**src/hdl/aor_pkg.sv**
```systemverilog
// package for the adc over-range flag block: register map, field
// layout, reset values and the packed types shared by the design.
// assumes an apb slave of 32-bit data and a 16-bit signed sample stream.
// What this block does
// [RL1] flag a channel when its signed sample goes beyond either threshold
// [RL2] thresholds sit code times 128 inward from both full-scale codes
// [RL3] code zero, the reset value, uses +32767 and -32768 as thresholds
// [RL4] keep the flag asserted for a hold period after the input returns
// [RL5] hold 00 adds 0, 01 adds 3, 10 adds 7, 11 adds 15 cycles
// [RL6] flags only in noise-shaping mode, inactive in resolution-switching
// [RL7] software writes zeros to the six reserved upper hold bits
// [RL8] compare each channel every cycle, restart hold on each new exceed
package aor_pkg;

   // ----------------------------------------------------------------
   // register map (indices; byte address is four times the index)
   // ----------------------------------------------------------------
   localparam logic [7:0] IDX_HOLD_CTRL = 8'h3B;
   localparam logic [7:0] IDX_THRESHOLD = 8'h3C;
   localparam logic [7:0] IDX_MODE_CTRL = 8'h3D;
   localparam logic [7:0] IDX_IRQ_STATUS = 8'h3E;
   localparam logic [7:0] IDX_IRQ_MASK = 8'h3F;
   localparam logic [7:0] IDX_FLAG_STATE = 8'h40;
   localparam int ADDR_LSB = 2;

   // ----------------------------------------------------------------
   // fields and reset values
   // ----------------------------------------------------------------
   localparam int HOLD_W = 2;
   localparam int CODE_W = 8;
   localparam int CNT_W = 4;
   localparam logic [HOLD_W-1:0] HOLD_RST = 2'h0;
   localparam logic [CODE_W-1:0] CODE_RST = 8'h00;
   localparam logic MODE_RST = 1'b1;
   localparam int CODE_SHIFT = 7;
   localparam logic signed [16:0] FS_HIGH = 17'sh07FFF;
   localparam logic signed [16:0] FS_LOW = -17'sh08000;
   localparam logic [CNT_W-1:0] EXT_0 = 4'h0;
   localparam logic [CNT_W-1:0] EXT_1 = 4'h3;
   localparam logic [CNT_W-1:0] EXT_2 = 4'h7;
   localparam logic [CNT_W-1:0] EXT_3 = 4'hF;

   typedef enum logic [0:0] {
      MODE_BURST = 1'b0,
      MODE_NOISE_SHAPE = 1'b1
   } aor_mode_type;

   // per-channel stretch state
   typedef struct packed {
      logic flag;
      logic [CNT_W-1:0] count;
   } aor_chan_type;

   // one register-bus access as seen by the decode
   typedef struct packed {
      logic wr;
      logic rd;
      logic [7:0] idx;
      logic [31:0] data;
   } aor_acc_type;

endpackage

```
**src/hdl/adc_over_range_detector.sv**
```systemverilog
// over-range flag generator for two adc channels with apb registers.
// assumes samples arrive on every ref_clk edge, synchronous to ref_clk,
// and a standard apb master on the same clock.
//
// Chosen here: the APB slave port.
module adc_over_range_detector #(
   parameter int SAMPLE_W = 16,
   parameter int CHANNELS = 2
) (
   input wire logic ref_clk,
   input wire logic rst_n,
   input wire logic [11:0] paddr,
   input wire logic psel,
   input wire logic penable,
   input wire logic pwrite,
   input wire logic [31:0] pwdata,
   output logic [31:0] prdata,
   output logic pready,
   output logic pslverr,
   input wire logic signed [SAMPLE_W-1:0] sampleA,
   input wire logic signed [SAMPLE_W-1:0] sampleB,
   output logic [CHANNELS-1:0] over_range_flag,
   output logic irq
);

   // ----------------------------------------------------------------
   // functions
   // ----------------------------------------------------------------
   function automatic logic [aor_pkg::CNT_W-1:0] holdLen(
      input logic [aor_pkg::HOLD_W-1:0] sel);
      logic [aor_pkg::CNT_W-1:0] len;
      len = aor_pkg::EXT_0;
      unique case (sel)
         2'h0: len = aor_pkg::EXT_0;
         2'h1: len = aor_pkg::EXT_1;
         2'h2: len = aor_pkg::EXT_2;
         2'h3: len = aor_pkg::EXT_3;
      endcase
      return len;
   endfunction

   // reaching a threshold counts as beyond it, so a clipped sample
   // still flags at code zero where nothing can pass full scale
   function automatic logic beyond(
      input logic signed [SAMPLE_W-1:0] s,
      input logic signed [16:0] hi,
      input logic signed [16:0] lo);
      logic signed [16:0] wide;
      wide = 17'(s);
      return (wide >= hi) || (wide <= lo);
   endfunction

   function automatic aor_pkg::aor_chan_type stepChan(
      input aor_pkg::aor_chan_type cur,
      input logic hit,
      input logic active,
      input logic [aor_pkg::CNT_W-1:0] len);
      aor_pkg::aor_chan_type nxt;
      nxt = cur;
      if (!active) begin
         nxt.flag = 1'b0;
         nxt.count = '0;
      end else if (hit) begin
         nxt.flag = 1'b1;
         nxt.count = len;
      end else if (cur.count != '0) begin
         nxt.flag = 1'b1;
         nxt.count = cur.count - 1'b1;
      end else begin
         nxt.flag = 1'b0;
      end
      return nxt;
   endfunction

   // ----------------------------------------------------------------
   // registers
   // ----------------------------------------------------------------
   logic [aor_pkg::HOLD_W-1:0] flag_stretch_select;
   logic [aor_pkg::CODE_W-1:0] full_scale_margin_code;
   aor_pkg::aor_mode_type mode;
   logic [CHANNELS-1:0] irqStatus;
   logic [CHANNELS-1:0] irqMask;
   aor_pkg::aor_chan_type chanA;
   aor_pkg::aor_chan_type chanB;

   // ----------------------------------------------------------------
   // bus decode
   // ----------------------------------------------------------------
   aor_pkg::aor_acc_type acc;
   wire logic accessEdge;
   wire logic mapped;
   wire logic [31:0] readMux;
   wire logic [CHANNELS-1:0] flagRise;
   wire logic [CHANNELS-1:0] statusClear;
   wire logic [CHANNELS-1:0] next_irqStatus;
   wire logic [CHANNELS-1:0] next_irqMask;

   assign accessEdge = psel && penable && pready;
   assign acc.idx = paddr[aor_pkg::ADDR_LSB+7:aor_pkg::ADDR_LSB];
   assign acc.wr = accessEdge && pwrite;
   assign acc.rd = accessEdge && !pwrite;
   assign acc.data = pwdata;
   assign mapped = (acc.idx == aor_pkg::IDX_HOLD_CTRL)
      || (acc.idx == aor_pkg::IDX_THRESHOLD)
      || (acc.idx == aor_pkg::IDX_MODE_CTRL)
      || (acc.idx == aor_pkg::IDX_IRQ_STATUS)
      || (acc.idx == aor_pkg::IDX_IRQ_MASK)
      || (acc.idx == aor_pkg::IDX_FLAG_STATE);

   // reserved hold bits are not stored and read back as zero
   assign readMux =
      (acc.idx == aor_pkg::IDX_HOLD_CTRL) ? 32'(flag_stretch_select) :
      (acc.idx == aor_pkg::IDX_THRESHOLD) ? 32'(full_scale_margin_code) :
      (acc.idx == aor_pkg::IDX_MODE_CTRL) ? 32'(mode) :
      (acc.idx == aor_pkg::IDX_IRQ_STATUS) ? 32'(irqStatus) :
      (acc.idx == aor_pkg::IDX_IRQ_MASK) ? 32'(irqMask) :
      (acc.idx == aor_pkg::IDX_FLAG_STATE) ? 32'(over_range_flag) :
      32'h0000_0000;

   // one wait-free access phase: ready follows the setup cycle
   always_ff @(posedge ref_clk or negedge rst_n) begin
      if (!rst_n) begin
         pready <= 1'b0;
         prdata <= 32'h0000_0000;
         pslverr <= 1'b0;
      end else begin
         pready <= psel && !penable;
         prdata <= (psel && !penable && !pwrite) ? readMux : 32'h0000_0000;
         pslverr <= psel && !penable && !mapped;
      end
   end

   always_ff @(posedge ref_clk or negedge rst_n) begin
      if (!rst_n) begin
         flag_stretch_select <= aor_pkg::HOLD_RST;
         full_scale_margin_code <= aor_pkg::CODE_RST;
         mode <= aor_pkg::aor_mode_type'(aor_pkg::MODE_RST);
         irqMask <= '0;
      end else if (acc.wr) begin
         if (acc.idx == aor_pkg::IDX_HOLD_CTRL)
            flag_stretch_select <= acc.data[aor_pkg::HOLD_W-1:0]; // RL7
         if (acc.idx == aor_pkg::IDX_THRESHOLD)
            full_scale_margin_code <= acc.data[aor_pkg::CODE_W-1:0];
         if (acc.idx == aor_pkg::IDX_MODE_CTRL)
            mode <= aor_pkg::aor_mode_type'(acc.data[0]);
         if (acc.idx == aor_pkg::IDX_IRQ_MASK)
            irqMask <= acc.data[CHANNELS-1:0];
      end
   end

   // ----------------------------------------------------------------
   // thresholds
   // ----------------------------------------------------------------
   wire logic signed [16:0] margin;
   wire logic signed [16:0] thHigh;
   wire logic signed [16:0] thLow;
   wire logic active;
   wire logic [aor_pkg::CNT_W-1:0] len;
   wire logic hitA;
   wire logic hitB;

   assign margin = 17'(full_scale_margin_code) <<< aor_pkg::CODE_SHIFT;
   assign thHigh = aor_pkg::FS_HIGH - margin; // RL2 RL3
   assign thLow = aor_pkg::FS_LOW + margin; // RL2 RL3
   assign active = (mode == aor_pkg::MODE_NOISE_SHAPE); // RL6
   assign len = holdLen(flag_stretch_select); // RL5
   assign hitA = beyond(sampleA, thHigh, thLow); // RL1 RL8
   assign hitB = beyond(sampleB, thHigh, thLow); // RL1 RL8

   // ----------------------------------------------------------------
   // stretch and flags
   // ----------------------------------------------------------------
   aor_pkg::aor_chan_type next_chanA;
   aor_pkg::aor_chan_type next_chanB;

   assign next_chanA = stepChan(chanA, hitA, active, len); // RL4 RL8
   assign next_chanB = stepChan(chanB, hitB, active, len); // RL4 RL8

   always_ff @(posedge ref_clk or negedge rst_n) begin
      if (!rst_n) begin
         chanA <= '0;
         chanB <= '0;
      end else begin
         chanA <= next_chanA;
         chanB <= next_chanB;
      end
   end

   assign over_range_flag = {chanB.flag, chanA.flag};

   // ----------------------------------------------------------------
   // interrupts
   // ----------------------------------------------------------------
   // a new over-range episode is the event; set beats a clearing write
   assign flagRise = {next_chanB.flag & ~chanB.flag,
      next_chanA.flag & ~chanA.flag};
   assign statusClear = (acc.wr && acc.idx == aor_pkg::IDX_IRQ_STATUS)
      ? acc.data[CHANNELS-1:0] : '0;
   assign next_irqStatus = (irqStatus & ~statusClear) | flagRise;
   // a mask write counts at once, so irq never lags status and mask
   assign next_irqMask = (acc.wr && acc.idx == aor_pkg::IDX_IRQ_MASK)
      ? acc.data[CHANNELS-1:0] : irqMask;

   always_ff @(posedge ref_clk or negedge rst_n) begin
      if (!rst_n) begin
         irqStatus <= '0;
         irq <= 1'b0;
      end else begin
         irqStatus <= next_irqStatus;
         irq <= |(next_irqStatus & next_irqMask);
      end
   end
endmodule

```
**config.mk**
```make
export PLATFORM = sky130hd
export DESIGN_NAME = adc_over_range_detector
export DESIGN_NICKNAME = d
export VERILOG_FILES = /design/src/hdl/aor_pkg.sv /design/src/hdl/adc_over_range_detector.sv
export SDC_FILE = /design/constraint.sdc
export NUM_CORES = 1
export LEC_CHECK = 0
export ABC_AREA = 0
export BUFFER_PORTS_ARGS = -buffer_cell sky130_fd_sc_hd__buf_2
export CORE_AREA = 3 3 78 80
export CTS_CLUSTER_SIZE = 28
export DETAILED_ROUTE_END_ITERATION = 6
export DIE_AREA = 0 0 81 83
export PLACE_DENSITY_LB_ADDON = 0.2
export SLEW_MARGIN = 0
export SYNTH_ARGS = -nofsm -noshare
export SYNTH_HDL_FRONTEND = slang
export SYNTH_SLANG_ARGS = --single-unit
```
**constraint.sdc**
```tcl
create_clock -name ref_clk -period 5.5 [get_ports ref_clk]
set_clock_uncertainty 0.05 [all_clocks]
set_input_delay 0.55 -clock ref_clk [delete_from_list [all_inputs] [get_ports ref_clk]]
set_output_delay 0.55 -clock ref_clk [all_outputs]
set_load 0.005 [all_outputs]
```
==> out/results.tsv <==
stage	metric	value	unit
synth	Synth area leader	dfrtp_1	
min_path	worst hold path type	input pin to asynchronous set/reset pin	
worst_setup_path	crit-path cells	inv_1 -> ha_1 -> and4_1 -> o21ai_0 -> o2111a_1 -> o32ai_1 -> nand3_1 -> a221o_1	
place	I/O Buffers	65	
layout	FF+latch area	902	µm²
global_routing	first-pass GRT wire length	9.41	mm
die	Die X	81	µm
synth	main area contributors after synthesis	dfrtp_1, ha_1, buf_4	
drt	Total Routed Length	5.71	mm
synth	ys flop type	dfrtp_1	
cts	CTS clk-pin slew, worst paths	0.07	ns
layout	multi-input logic area	1650	µm²
timing	Final Hold Fails	0	
drt	Antenna Nets Post-Route	0	
worst_setup_path	Critical Path Max Stage Delay	0.43	ns
timing	relative slew slack	47.9	%
cts	later-pin clock latency in the skew report	0.29	ns
drt	wire per inst	13.3	µm
place	placed cells	422	
worst_setup_path	kind of critical path	flip-flop to flip-flop	
power	Static Leak	0.00161	µW
global_routing	met3 GRT Util	3.90	%
cts	# Post-CTS Setup Buffers	0	
cts	CTS buffer count	5	
global_routing	GRT Total Usage	17.7	%
layout	diodes inserted	0	
timing	RSZ-0062 raised after global routing	false	
global_routing	met1 usage	26.4	%
timing	crit path time final	2.49	ns
power	combinational share of power	12.9	%
worst_setup_path	worst path arrival time	2.61	ns
synth	EDFF count, synth	0	
cts	CTS Root Cell	clkbuf_8	
worst_setup_path	Critical Path End Type	flip-flop	
synth	Async S/R FF share, synth	100	%
layout	nets@finish	472	
drt	1st-iter DRT viols	123	
global_routing	vias in the first global route	2023	
synth	Netlist cell types	56	
timing	final setup TNS	0	ns
place	HPWL after detailed placement	4.63	mm
global_routing	GR Util met2	25.8	%
power	power per cell area	178	nW/µm²
cts	H-tree depth	2	
layout	post-layout util	58.0	%
synth	top cells by count, synth	dfrtp_1, ha_1, buf_4	
worst_setup_path	WP data required	5.62	ns
synth	top-count cell post-synth	dfrtp_1	
cts	hold buffer count at CTS	0	
layout	P&R area growth vs syn	14.3	%
layout	# fillers	505	
power	Pint	432	µW
synth	Synth warnings	0	
synth	#FFs+latches synth	36	
synth	Synth top area share	31.6	%
global_routing	GRT Max-Usage Layer	met1	
synth	Synth Instances	292	
power	clock share of power	39.9	%
layout	Final Non-Filler Cells	430	
global_routing	antenna violations before repair	0	
die	core box area	5470	µm²
die	row count	27	
drt	vias	2203	
drt	Residual DRC	0	
worst_setup_path	slowest library cell on the worst path	a221o_1	
worst_setup_path	Startpoint Class	flip-flop	
synth	Syn Area/Cell	9.50	µm²
timing	fmax	0.402	GHz
power	sw frac	23.7	%
cts	Max clock buf depth	2	
place	GPL Wtd Cong	0.817	
layout	ratio of cells with drive above 1 in the final layout	26.3	%
synth	mapped cell area	2770	µm²
cts	CTS tree	built	
drt	Vias/cell	5.12	
power	Sequential Power Share	47.3	%
die	Die Y	83	µm
global_routing	largest net degree at the start of global routing	37	
cts	post-CTS sizing	0	
timing	endpoints failing setup	0	
cts	clk sink count	36	
synth	part of the Yosys area used for sequential elements	32.5	%
die	effective utilization at floorplan	50.7	%
die	die area	6720	µm²
status	status	completed	
power	IR drop worst, VDD	0.149	mV
power	Net Sw Power	134	µW
timing	Least-Margin Pin Slew	0.782	ns
timing	crit share post-route	45.2	%
global_routing	total gr overflow	0	
die	# IOs	118	
timing	final hold slack	0.293	ns
timing	max-slew violations	0	
worst_setup_path	CP max FO	7	
run	Max-cap violations	0	
drt	Pre-antenna DRT Iters	4	
[power groups by stage]
stage,registers (µW),logic (µW),clock network [µW]
3_5_place_dp,272,73.1,0
5_1_grt,267,82.9,245
2_1_floorplan,272,48.1,0
3_3_place_gp,272,72.0,0
4_1_cts,267,73.2,231
6_report,267,72.8,226
[layer usage]
layer / share of wire (%) / vias to the layer above / wire, µm
met2: 43 / 74 / 2430
met1: 49 / 999 / 2800
met5: 0 / - / 0
met3: 7.1 / 7 / 405
met4: 1.2 / 0 / 68
li1: - / 1123 / -
[logic make-up (layout without fill, tap and decap cells)]
| family | count (synthesis) | after routing | share of synthesized area (%) |
|---|---|---|---|
| muxes | 17 | 17 | 7.08 |
| xor gates and xnor gates | 2 | 2 | 0.632 |
| DFF | 36 | 36 | 32.5 |
| and+or+nand+nor | 96 | 96 | 20.1 |
| adders and majority gates | 34 | 34 | 15.3 |
| AOI/OAI and AO/OA | 51 | 51 | 13.2 |
| other | 1 | 24 | 0.135 |
| buffers and inverters | 55 | 98 | 11.0 |
[registers in the layout, indices dropped and copies added, names as in the netlist]
name / count
prdata: 8
irq: 1
flag_stretch_select: 2
active: 1
pslverr: 1
over_range_flag: 2
irqMask: 2
irqStatus: 2
chanA: 4
chanB: 4
full_scale_margin_code: 8
pready: 1
[cells in the final DEF (no fill, tap or decap), drive strengths merged, types with 2 or more instances in the layout]
master    n
buf      65
or3       3
mux2i     5
nand3    10
o21a      4
nand2    25
nor3b     6
nor2b     3
a211oi    3
clkbuf    6
a2bb2oi   2
nor3      4
nor4b     2
a21oi    11
mux2     11
dfrtp    35
a21o      2
xnor2     2
o21ai    14
conb     24
nor4      5
and2      7
nand4     4
o32ai     3
nor2     14
nand4b    4
inv      25
nand2b    3
and4      3
ha       34
[final timing paths]
check                                                      startpoint                               endpoint  slack, ns  cells past startpoint
worst max-delay path            full_scale_margin_code[3]$_DFFE_PN0P_                          irq$_DFF_PN0_       3.01                      8
worst min-delay path                                            rst_n                   chanA[1]$_DFFE_PN0P_       0.29                      1
worst max register to register  full_scale_margin_code[3]$_DFFE_PN0P_                          irq$_DFF_PN0_       3.01                      8
worst min register to register                 irqStatus[1]$_DFF_PN0_                 irqStatus[1]$_DFF_PN0_       0.47                      1
max in group asynchronous                                       rst_n  full_scale_margin_code[5]$_DFFE_PN0P_       4.61                      1
min in group ref_clk                                           pwrite                    prdata[0]$_DFF_PN0_       0.43                      2
[per-stage QoR]
step | total power [µW] | instance area (µm²) | setup slack [ns]
floorplan | 320 | 2860 | 3.17
global placement | 344 | 3060 | 2.88
detailed placement | 345 | 3060 | 2.85
CTS | 571 | 3170 | 3.00
global route | 595 | 3170 | 2.86
finish | 566 | 3170 | 3.01
[worst max-delay path, delay by kind of cell, from the launching register on]
family	cells	cell delay (ns)
compound gates	4	0.82
fa+ha+maj	1	0.36
buf+inv	1	0.09
flops	1	0.42
simple gates	2	0.63
[layout make-up]
cell class	instances	area share, %
clock buffer	6	2.29
clock inverter	2	1.10
inverter	25	2.96
multi-input combinational	224	52.1
sequential	36	28.4
tap	72	2.84
timing repair buffer	65	10.3
Power figures use the tool's default switching activity.
